**config.mk**
```make
export PLATFORM = sky130hd
export DESIGN_NAME = aos_scaler
export DESIGN_NICKNAME = d
export VERILOG_FILES = /design/src/verilog/aos_pkg.sv /design/src/verilog/aos_scaler.sv
export SDC_FILE = /design/constraint.sdc
export NUM_CORES = 2
export LEC_CHECK = 0
export BUFFER_PORTS_ARGS = -buffer_cell sky130_fd_sc_hd__buf_2
export CAP_MARGIN = 20
export CORE_MARGIN = 1
export CORE_UTILIZATION = 45
export DETAILED_ROUTE_END_ITERATION = 8
export RECOVER_POWER = 100
export SYNTH_ARGS = -nofsm -noshare
export SYNTH_HDL_FRONTEND = slang
export SYNTH_SLANG_ARGS = --single-unit
```
**constraint.sdc**
```tcl
create_clock -name clock -period 69.3 [get_ports clock]
set_input_delay 17.325 -clock clock [delete_from_list [all_inputs] [get_ports clock]]
set_output_delay 17.325 -clock clock [all_outputs]
set_load 0.02 [all_outputs]
```
**src/verilog/aos_pkg.sv**
```systemverilog
// Package for the analogue output scaler: modes, limits, fault levels, timing
package aos_pkg;

   // ****************************************
   // Encodings
   // ****************************************
   typedef enum logic [1:0] {AOS_ACT_CUR, AOS_PAS_CUR, AOS_ACT_VOLT} aos_variant_t;
   typedef enum logic [2:0] {AOS_OFF, AOS_0_20, AOS_4_20, AOS_0_5, AOS_1_5, AOS_0_10, AOS_2_10, AOS_BUS} aos_mode_t;
   typedef enum logic [3:0] {AOS_KEEP, AOS_F_22_1, AOS_F_3_4, AOS_F_0_MA, AOS_F_11_V, AOS_F_5_5, AOS_F_1_2,
      AOS_F_0_6, AOS_F_0_V} aos_fault_t;

   // ****************************************
   // Levels, in uA for current and mV for voltage
   // ****************************************
   localparam int OUT_W = 16;
   localparam logic [15:0] LVL_0 = 16'h0000;
   localparam logic [15:0] LVL_1_V = 16'h03e8;
   localparam logic [15:0] LVL_2_V = 16'h07d0;
   localparam logic [15:0] LVL_4_MA = 16'h0fa0;
   localparam logic [15:0] LVL_5_V = 16'h1388;
   localparam logic [15:0] LVL_10_V = 16'h2710;
   localparam logic [15:0] LVL_20_MA = 16'h4e20;
   localparam logic [15:0] LVL_22_1_MA = 16'h5654;
   localparam logic [15:0] LVL_3_4_MA = 16'h0d48;
   localparam logic [15:0] LVL_11_V = 16'h2af8;
   localparam logic [15:0] LVL_5_5_V = 16'h157c;
   localparam logic [15:0] LVL_1_2_V = 16'h04b0;
   localparam logic [15:0] LVL_0_6_V = 16'h0258;

   // ****************************************
   // Range extensions, in 0.1 % steps
   // ****************************************
   localparam logic [9:0] EXT_LO_MAX_ACT = 10'h3e7;
   localparam logic [9:0] EXT_LO_MAX_PAS = 10'h12b;
   localparam logic [9:0] EXT_HI_MAX_CUR = 10'h0c7;
   localparam logic [9:0] EXT_HI_MAX_VOLT = 10'h063;
   localparam int EXT_SCALE = 1000;

   // ****************************************
   // Frame gap timing
   // ****************************************
   localparam int CLK_PERIOD_NS = 8;
   localparam int GAP_UNIT_NS = 1000000000;
   localparam int GAP_UNIT_CYCLES = GAP_UNIT_NS / CLK_PERIOD_NS;
   localparam logic [6:0] GAP_MAX_S = 7'h63;

   // ****************************************
   // Carriers
   // ****************************************
   typedef struct packed {
      aos_variant_t variant;
      aos_mode_t mode;
      aos_fault_t fault_output_action;
      logic output_source_select;
      logic signed [15:0] output_low_input_point;
      logic signed [15:0] output_high_input_point;
      logic [9:0] lower_range_extension;
      logic [9:0] upper_range_extension;
      logic [6:0] frame_gap_timeout;
   } aos_cfg_t;

   typedef struct packed {
      logic valid;
      logic bus;
      logic [15:0] lower;
      logic [15:0] upper;
   } aos_limits_t;

endpackage : aos_pkg

```
**src/verilog/aos_scaler.sv**
```systemverilog
// Analogue output scaler: ranged scaling, clamping, fault levels and bus control
`timescale 1ns/1ps
// Overview of operation
// - Active current version offers off, 0-20 mA, 4-20 mA and bus modes.
// - Passive current version offers only off, 4-20 mA and bus modes.
// - Voltage version offers off, 0-5, 1-5, 0-10, 2-10 V and bus modes.
// - Bus mode drives the output from the value written over the serial link.
// - Ranged output is (value-low)/(high-low) times (upper-lower) plus lower limit.
// - Upper limit 20 mA, 5 V or 10 V; lower limit per selected mode.
// - Low input point above high point gives a falling characteristic.
// - Output beyond the extended range saturates at the nearer border.
// - Lower border is lower limit less its percentage; capped 99.9 or 29.9 %.
// - Upper border is upper limit plus its percentage; capped 19.9 or 9.9 %.
// - Current versions on fault keep level or force 22.1 or 3.4 mA; only the active current version can force 0 mA.
// - Voltage version on fault keeps level or forces 11, 5.5, 1.2, 0.6, 0 V.
// - When the fault clears the output returns to the scaled value, or to the written value in bus mode.
// - Source select picks live displayed value or held peak value.
// - Frame gap reaching the timeout faults bus outputs; zero disables the check.
// - Input outside its permissible window raises under or over range flags.
module aos_scaler
   import aos_pkg::*;
#(
   parameter int SEC_CYCLES = GAP_UNIT_CYCLES
) (
   // Clock and reset
   input wire logic clock,
   input wire logic reset,
   // Configuration
   input wire aos_cfg_t cfg,
   // Measurement side
   input wire logic signed [15:0] displayed_value,
   input wire logic signed [15:0] peak_value,
   input wire logic signed [15:0] input_level,
   input wire logic signed [15:0] input_window_low,
   input wire logic signed [15:0] input_window_high,
   // Serial register path
   input wire logic bus_write,
   input wire logic [15:0] bus_value,
   input wire logic frame_received,
   // Loop side and status
   output logic [15:0] drive_code,
   output logic under_range,
   output logic over_range,
   output logic gap_expired,
   output logic fault_active
);

   localparam int NUM_W = 34;
   localparam int DEN_W = 17;
   localparam int TICK_W = $clog2(SEC_CYCLES);

   generate
      if (SEC_CYCLES < 2) begin : g_bad_sec
         $error("SEC_CYCLES must be at least 2");
      end
   endgenerate

   // ****************************************
   // Decode functions
   // ****************************************
   function automatic aos_limits_t mode_limits(input aos_variant_t v, input aos_mode_t m);
      aos_limits_t l;
      l = '{valid: 1'b0, bus: 1'b0, lower: LVL_0, upper: LVL_0};
      unique case (m)
         AOS_0_20: l = '{valid: v == AOS_ACT_CUR, bus: 1'b0, lower: LVL_0, upper: LVL_20_MA};
         AOS_4_20: l = '{valid: v != AOS_ACT_VOLT, bus: 1'b0, lower: LVL_4_MA, upper: LVL_20_MA};
         AOS_0_5: l = '{valid: v == AOS_ACT_VOLT, bus: 1'b0, lower: LVL_0, upper: LVL_5_V};
         AOS_1_5: l = '{valid: v == AOS_ACT_VOLT, bus: 1'b0, lower: LVL_1_V, upper: LVL_5_V};
         AOS_0_10: l = '{valid: v == AOS_ACT_VOLT, bus: 1'b0, lower: LVL_0, upper: LVL_10_V};
         AOS_2_10: l = '{valid: v == AOS_ACT_VOLT, bus: 1'b0, lower: LVL_2_V, upper: LVL_10_V};
         AOS_BUS: l = '{valid: 1'b1, bus: 1'b1, lower: LVL_0, upper: LVL_0};
         default: l = '{valid: 1'b0, bus: 1'b0, lower: LVL_0, upper: LVL_0};
      endcase
      if (v != AOS_ACT_CUR && v != AOS_PAS_CUR && v != AOS_ACT_VOLT) begin
         l.valid = 1'b0;
      end
      return l;
   endfunction : mode_limits

   // Returns {forced, level}; unsupported choices fall back to keeping the level
   function automatic logic [16:0] fault_level(input aos_variant_t v, input aos_fault_t a);
      logic cur;
      cur = (v != AOS_ACT_VOLT);
      unique case (a)
         AOS_F_22_1: return {cur, LVL_22_1_MA};
         AOS_F_3_4: return {cur, LVL_3_4_MA};
         AOS_F_0_MA: return {v == AOS_ACT_CUR, LVL_0};
         AOS_F_11_V: return {!cur, LVL_11_V};
         AOS_F_5_5: return {!cur, LVL_5_5_V};
         AOS_F_1_2: return {!cur, LVL_1_2_V};
         AOS_F_0_6: return {!cur, LVL_0_6_V};
         AOS_F_0_V: return {!cur, LVL_0};
         default: return {1'b0, LVL_0};
      endcase
   endfunction : fault_level

   function automatic logic [9:0] cap_ext(input logic [9:0] e, input logic [9:0] lim);
      return (e > lim) ? lim : e;
   endfunction : cap_ext

   // ****************************************
   // Mode, borders and source
   // ****************************************
   aos_limits_t lim;
   logic [9:0] lo_ext;
   logic [9:0] hi_ext;
   logic [31:0] lo_border;
   logic [31:0] hi_border;
   logic signed [15:0] src_value;
   logic [16:0] fault_sel;

   always_comb begin
      lim = mode_limits(cfg.variant, cfg.mode);
      lo_ext = cap_ext(cfg.lower_range_extension,
         (cfg.variant == AOS_PAS_CUR) ? EXT_LO_MAX_PAS : EXT_LO_MAX_ACT);
      hi_ext = cap_ext(cfg.upper_range_extension,
         (cfg.variant == AOS_ACT_VOLT) ? EXT_HI_MAX_VOLT : EXT_HI_MAX_CUR);
      lo_border = 32'(lim.lower) - (32'(lim.lower) * 32'(lo_ext)) / 32'(EXT_SCALE);
      hi_border = 32'(lim.upper) + (32'(lim.upper) * 32'(hi_ext)) / 32'(EXT_SCALE);
      src_value = cfg.output_source_select ? peak_value : displayed_value;
      fault_sel = fault_level(cfg.variant, cfg.fault_output_action);
   end

   // ****************************************
   // Sequential divider for the scaling formula
   // ****************************************
   typedef enum logic [1:0] {ST_LOAD, ST_DIV, ST_DONE} aos_state_t;
   aos_state_t state_q, state_d;
   logic [NUM_W-1:0] quo_q, quo_d;
   logic [DEN_W:0] rem_q, rem_d;
   logic [DEN_W-1:0] den_q, den_d;
   logic neg_q, neg_d;
   logic [5:0] cnt_q, cnt_d;
   logic [15:0] base_q, base_d;
   logic [15:0] result_q, result_d;
   logic signed [DEN_W-1:0] num_diff;
   logic signed [DEN_W-1:0] den_diff;
   logic signed [NUM_W-1:0] num_full;
   logic [DEN_W:0] rem_try;
   logic signed [NUM_W+1:0] scaled;

   always_comb begin
      num_diff = DEN_W'(src_value) - DEN_W'(cfg.output_low_input_point);
      den_diff = DEN_W'(cfg.output_high_input_point) - DEN_W'(cfg.output_low_input_point);
      num_full = NUM_W'(num_diff) * NUM_W'($signed({1'b0, lim.upper - lim.lower}));
      state_d = state_q;
      quo_d = quo_q;
      rem_d = rem_q;
      den_d = den_q;
      neg_d = neg_q;
      cnt_d = cnt_q;
      base_d = base_q;
      result_d = result_q;
      rem_try = {rem_q[DEN_W-1:0], quo_q[NUM_W-1]};
      scaled = '0;
      unique case (state_q)
         ST_LOAD: begin
            quo_d = num_full[NUM_W-1] ? NUM_W'(-num_full) : NUM_W'(num_full);
            den_d = den_diff[DEN_W-1] ? DEN_W'(-den_diff) : DEN_W'(den_diff);
            neg_d = num_full[NUM_W-1] ^ den_diff[DEN_W-1];
            rem_d = '0;
            cnt_d = '0;
            base_d = lim.lower;
            if (den_diff == '0) begin
               quo_d = '0;
               state_d = ST_DONE;
            end else begin
               state_d = ST_DIV;
            end
         end
         ST_DIV: begin
            if (rem_try >= {1'b0, den_q}) begin
               rem_d = rem_try - {1'b0, den_q};
               quo_d = {quo_q[NUM_W-2:0], 1'b1};
            end else begin
               rem_d = rem_try;
               quo_d = {quo_q[NUM_W-2:0], 1'b0};
            end
            cnt_d = cnt_q + 6'h01;
            if (cnt_q == 6'(NUM_W - 1)) begin
               state_d = ST_DONE;
            end
         end
         ST_DONE: begin
            scaled = (neg_q ? -$signed({2'b00, quo_q}) : $signed({2'b00, quo_q})) + (NUM_W+2)'(base_q);
            if (scaled < $signed((NUM_W+2)'(lo_border))) begin
               result_d = lo_border[15:0];
            end else if (scaled > $signed((NUM_W+2)'(hi_border))) begin
               result_d = hi_border[15:0];
            end else begin
               result_d = scaled[15:0];
            end
            state_d = ST_LOAD;
         end
      endcase
   end

   always_ff @(posedge clock) begin
      if (reset) begin
         state_q <= ST_LOAD;
         quo_q <= '0;
         rem_q <= '0;
         den_q <= '0;
         neg_q <= 1'b0;
         cnt_q <= '0;
         base_q <= '0;
         result_q <= '0;
      end else begin
         state_q <= state_d;
         quo_q <= quo_d;
         rem_q <= rem_d;
         den_q <= den_d;
         neg_q <= neg_d;
         cnt_q <= cnt_d;
         base_q <= base_d;
         result_q <= result_d;
      end
   end

   // ****************************************
   // Frame gap watchdog and input window
   // ****************************************
   logic [TICK_W-1:0] tick_q, tick_d;
   logic [6:0] secs_q, secs_d;
   logic gap_q, gap_d;
   logic under_q, under_d;
   logic over_q, over_d;
   logic [15:0] bus_q, bus_d;
   logic gap_hit;

   always_comb begin
      tick_d = tick_q;
      secs_d = secs_q;
      if (frame_received) begin
         tick_d = '0;
         secs_d = '0;
      end else if (tick_q == TICK_W'(SEC_CYCLES - 1)) begin
         tick_d = '0;
         if (secs_q != GAP_MAX_S) begin
            secs_d = secs_q + 7'h01;
         end
      end else begin
         tick_d = tick_q + TICK_W'(1);
      end
      // Next count, so a frame that restarts the timer can clear the flag
      gap_hit = (cfg.frame_gap_timeout != 7'h00) && (secs_d >= cfg.frame_gap_timeout);
      gap_d = gap_hit ? 1'b1 : (frame_received ? 1'b0 : gap_q);
      under_d = input_level < input_window_low;
      over_d = input_level > input_window_high;
      bus_d = bus_write ? bus_value : bus_q;
   end

   always_ff @(posedge clock) begin
      if (reset) begin
         tick_q <= '0;
         secs_q <= '0;
         gap_q <= 1'b0;
         under_q <= 1'b0;
         over_q <= 1'b0;
         bus_q <= '0;
      end else begin
         tick_q <= tick_d;
         secs_q <= secs_d;
         gap_q <= gap_d;
         under_q <= under_d;
         over_q <= over_d;
         bus_q <= bus_d;
      end
   end

   // ****************************************
   // Output selection
   // ****************************************
   logic [15:0] drive_q, drive_d;
   logic fault_q, fault_d;

   always_comb begin
      fault_d = 1'b0;
      drive_d = drive_q;
      if (!lim.valid || cfg.mode == AOS_OFF) begin
         drive_d = LVL_0;
      end else begin
         fault_d = lim.bus ? gap_q : (under_q || over_q);
         if (fault_d) begin
            if (fault_sel[16]) begin
               drive_d = fault_sel[15:0];
            end
         end else begin
            drive_d = lim.bus ? bus_q : result_q;
         end
      end
   end

   always_ff @(posedge clock) begin
      if (reset) begin
         drive_q <= '0;
         fault_q <= 1'b0;
      end else begin
         drive_q <= drive_d;
         fault_q <= fault_d;
      end
   end

   assign drive_code = drive_q;
   assign under_range = under_q;
   assign over_range = over_q;
   assign gap_expired = gap_q;
   assign fault_active = fault_q;
endmodule : aos_scaler

```
==> metrics.txt <==
# TYPE chip_impl_metric gauge
chip_impl_metric{name="crit_required",unit="ns"} 69.59
chip_impl_metric{name="initial_utilization",unit=""} 0.457
chip_impl_metric{name="initialDrtViolationCount",unit=""} 2905
chip_impl_metric{name="gr-usage-met1",unit=""} 0.357
chip_impl_metric{name="die_area",unit="um^2"} 91400
chip_impl_metric{name="cts_repair_resize_count",unit=""} 0
chip_impl_metric{name="worstRegToRegCells",unit=""} 36
chip_impl_metric{name="grt_pass1_wl",unit="mm"} 192
chip_impl_metric{name="drt_first_pass_iters",unit=""} 6
chip_impl_metric{name="pin_count",unit=""} 189
chip_impl_metric{name="numCtsBuffers",unit=""} 17
chip_impl_metric{name="timing.critical_path.arrival",unit="ns"} 46.29
chip_impl_info{name="mostFrequentLayoutCells",value="inv_1, nor2_1, nand2_1, ha_1, a21oi_1"} 1
chip_impl_info{name="mostFrequentLayoutCell",value="inv_1"} 1
chip_impl_metric{name="grt_antenna_before_repair",unit=""} 8
chip_impl_info{name="run_status",value="complete, but fails checks"} 1
chip_impl_metric{name="maximum_number_of_pins_on_one_net_before_global_route_repair",unit=""} 81
chip_impl_metric{name="post_synth_num_cell_types",unit=""} 144
chip_impl_metric{name="placeableCoreArea",unit="um^2"} 88900
chip_impl_metric{name="drv_slew",unit=""} 163
chip_impl_info{name="endpoint_kind",value="register"} 1
chip_impl_metric{name="postSynthCellCount",unit=""} 5201
chip_impl_metric{name="post_dp_cell_area",unit="um^2"} 42700
chip_impl_metric{name="synth_area",unit="um^2"} 40600
chip_impl_metric{name="global_route.overflow_total",unit=""} 0
chip_impl_metric{name="finalSetupTns",unit="ns"} 0
chip_impl_metric{name="ys_async_sr_fraction",unit=""} 0
chip_impl_metric{name="period_needed",unit="ns"} 46.00
chip_impl_metric{name="gp_congestion",unit=""} 0.961
chip_impl_info{name="clock-root-buffer",value="clkbuf_16"} 1
chip_impl_metric{name="post_drt_via_cell_ratio",unit=""} 5.80
chip_impl_metric{name="number_of_endpoints_failing_setup_at_the_final_stage",unit=""} 0
chip_impl_metric{name="drtAntennaViolNets",unit=""} 0
chip_impl_metric{name="fillCellCount",unit=""} 8906
chip_impl_metric{name="finalCritPeriodShare",unit=""} 0.664
chip_impl_metric{name="grt_pass1_vias",unit=""} 36300
chip_impl_metric{name="grtUsageMet2",unit=""} 0.418
chip_impl_metric{name="number_of_clock_sinks",unit=""} 170
chip_impl_info{name="top_usage_layer",value="met2"} 1
chip_impl_metric{name="synth-warning-count",unit=""} 0
chip_impl_info{name="hp-class",value="register to register"} 1
chip_impl_info{name="worstSetupStartpointType",value="input port"} 1
chip_impl_metric{name="ctsHtreeMaxLevel",unit=""} 4
chip_impl_metric{name="numPortBuffers",unit=""} 188
chip_impl_metric{name="hold_bufs_inserted_after_cts",unit=""} 0
chip_impl_info{name="violations",value="max-capacitance violations, max-slew violations"} 1
chip_impl_metric{name="routedWlPerCell",unit="um"} 18.2
chip_impl_metric{name="grt_util_met3",unit=""} 0.0384
chip_impl_metric{name="drive_gt1_frac",unit=""} 0.0810
chip_impl_info{name="cpMaxStageDelayCell",value="a21oi_1"} 1
chip_impl_metric{name="finalNetCount",unit=""} 6240
chip_impl_metric{name="worst_pin_slew",unit="ns"} 2.35
chip_impl_metric{name="chipWidth",unit="um"} 302
chip_impl_metric{name="synth-edff-count",unit=""} 0
chip_impl_metric{name="stdcell_area",unit="um^2"} 43200
chip_impl_info{name="ys.flop_type",value="dfxtp_1"} 1
chip_impl_metric{name="ys_seq_area_frac",unit=""} 0.0838
chip_impl_metric{name="detailed_place_hpwl",unit="mm"} 97.7
chip_impl_metric{name="achievable-frequency",unit="GHz"} 0.0217
chip_impl_metric{name="clock_skew",unit="ns"} 0.0160
chip_impl_metric{name="postSynthRegisterBits",unit=""} 170
chip_impl_metric{name="groute.usage.overall",unit=""} 0.257
chip_impl_metric{name="via_count",unit=""} 37500
chip_impl_metric{name="die_y",unit="um"} 302
chip_impl_metric{name="slowest_delay",unit="ns"} 1.32
chip_impl_info{name="grt_setup_unrepaired",value="no"} 1
chip_impl_metric{name="cts.repair_timing.setup_buffer_count",unit=""} 0
chip_impl_metric{name="area_growth",unit="%"} 6.36
chip_impl_metric{name="hold_path_depth",unit=""} 1
chip_impl_metric{name="clk_pin_slew",unit="ns"} 0.08
chip_impl_metric{name="layout.cells.non_filler",unit=""} 6477
chip_impl_info{name="critPathKind",value="input port to register"} 1
chip_impl_metric{name="timing.critical_path.fanout_max",unit=""} 18
chip_impl_metric{name="placementRows",unit=""} 109
chip_impl_metric{name="drv.max_cap_violation_count",unit=""} 5
chip_impl_metric{name="placed_cells",unit=""} 6438
chip_impl_info{name="cts_tree",value="yes"} 1
chip_impl_metric{name="finalHoldViolCount",unit=""} 0
chip_impl_metric{name="relative_max_transition_margin",unit=""} -0.567
chip_impl_metric{name="synthesis.area_per_instance",unit="um^2"} 7.81
chip_impl_metric{name="cts-root-to-sink-buffers",unit=""} 2
chip_impl_metric{name="clk_latency",unit="ns"} 0.48
chip_impl_metric{name="remaining_drc_errors",unit=""} 0
chip_impl_metric{name="drt_wl_total",unit="mm"} 118
## state kept, by name (all words and copies together), names as in the netlist
name,count
base_q,7
neg_q,1
result_q,16
rem_q,17
tick_q,27
state_q,2
over_range,1
quo_q,34
den_q,17
cnt_q,6
secs_q,7
bus_q,16
fault_active,1
gap_expired,1
drive_code,16
under_range,1
## Yosys cell counts, types with 91 or more instances
library cell / n / area [um^2]
a21oi_1: 344 / 1720
xor2_1: 130 / 1140
clkbuf_1: 131 / 492
dfxtp_1: 170 / 3400
nand2b_1: 91 / 569
xnor2_1: 211 / 1850
ha_1: 432 / 5410
nand3_1: 120 / 601
fa_1: 341 / 6830
o21ai_0: 170 / 851
nor3_1: 125 / 626
nor2_1: 521 / 1960
nand2_1: 434 / 1630
inv_1: 598 / 2240
## worst max-delay path: cells and delay by family
family	cells	cell delay [ns]
AOI/OAI and AO/OA	36	13.74
xor gates and xnor gates	2	1.08
adders and majority gates	10	3.88
buffers and inverters	8	2.00
muxes	5	2.29
and+or+nand+nor	21	5.99
## worst paths after layout
kind | from | end | slack (ns)
setup / recovery | cfg[68] | result_q[4] | 23.30
hold / removal | tick_q[0] | tick_q[0] | 0.46
setup reg to reg | quo_q[0] | result_q[4] | 60.00
hold reg to reg | tick_q[0] | tick_q[0] | 0.46
## per-layer routing
layer | part of all wire | wire length [um]
met5 | 0.00064 | 75
met4 | 0.023 | 2650
met3 | 0.060 | 7070
met2 | 0.45 | 53200
met1 | 0.47 | 54800
## stage by stage
stage	hold WS [ns]	setup WS, ns	utilization
floorplan	0.426	33.03	-
global placement	0.443	27.06	0.480
detailed placement	0.453	27.12	0.480
CTS	0.469	27.58	0.487
global route	0.492	21.18	0.486
finish	0.461	23.30	0.486
## final cells by class
class,instances,area (um^2),share of cell area
clock buffers,17,425,0.00985
diodes,1,2.50,0.0000580
repair buffers,237,1250,0.0290
clock inverters,15,180,0.00417
flip-flops and latches,170,3400,0.0788
inverters,614,2310,0.0535
multi-input cells,4258,34200,0.791
well taps,1165,1460,0.0338
## logic make-up (layout without fill, tap and decap cells)
kind of cell | count (synthesis) | count (layout) | share of synthesized area
AND/OR/NAND/NOR | 1737 | 1737 | 0.209
adder cells (fa/ha/maj) | 783 | 783 | 0.304
buffers and inverters | 791 | 883 | 0.0756
multiplexers | 127 | 127 | 0.0332
flip-flops | 170 | 170 | 0.0838
AO/OA/AOI/OAI | 1247 | 1247 | 0.220
XOR/XNOR | 344 | 344 | 0.0748
other | 2 | 21 | 0.000185
Power is left out: the tool's default activity adds up to more than one toggle a clock period on the data nets, which glitch-free logic cannot reach.
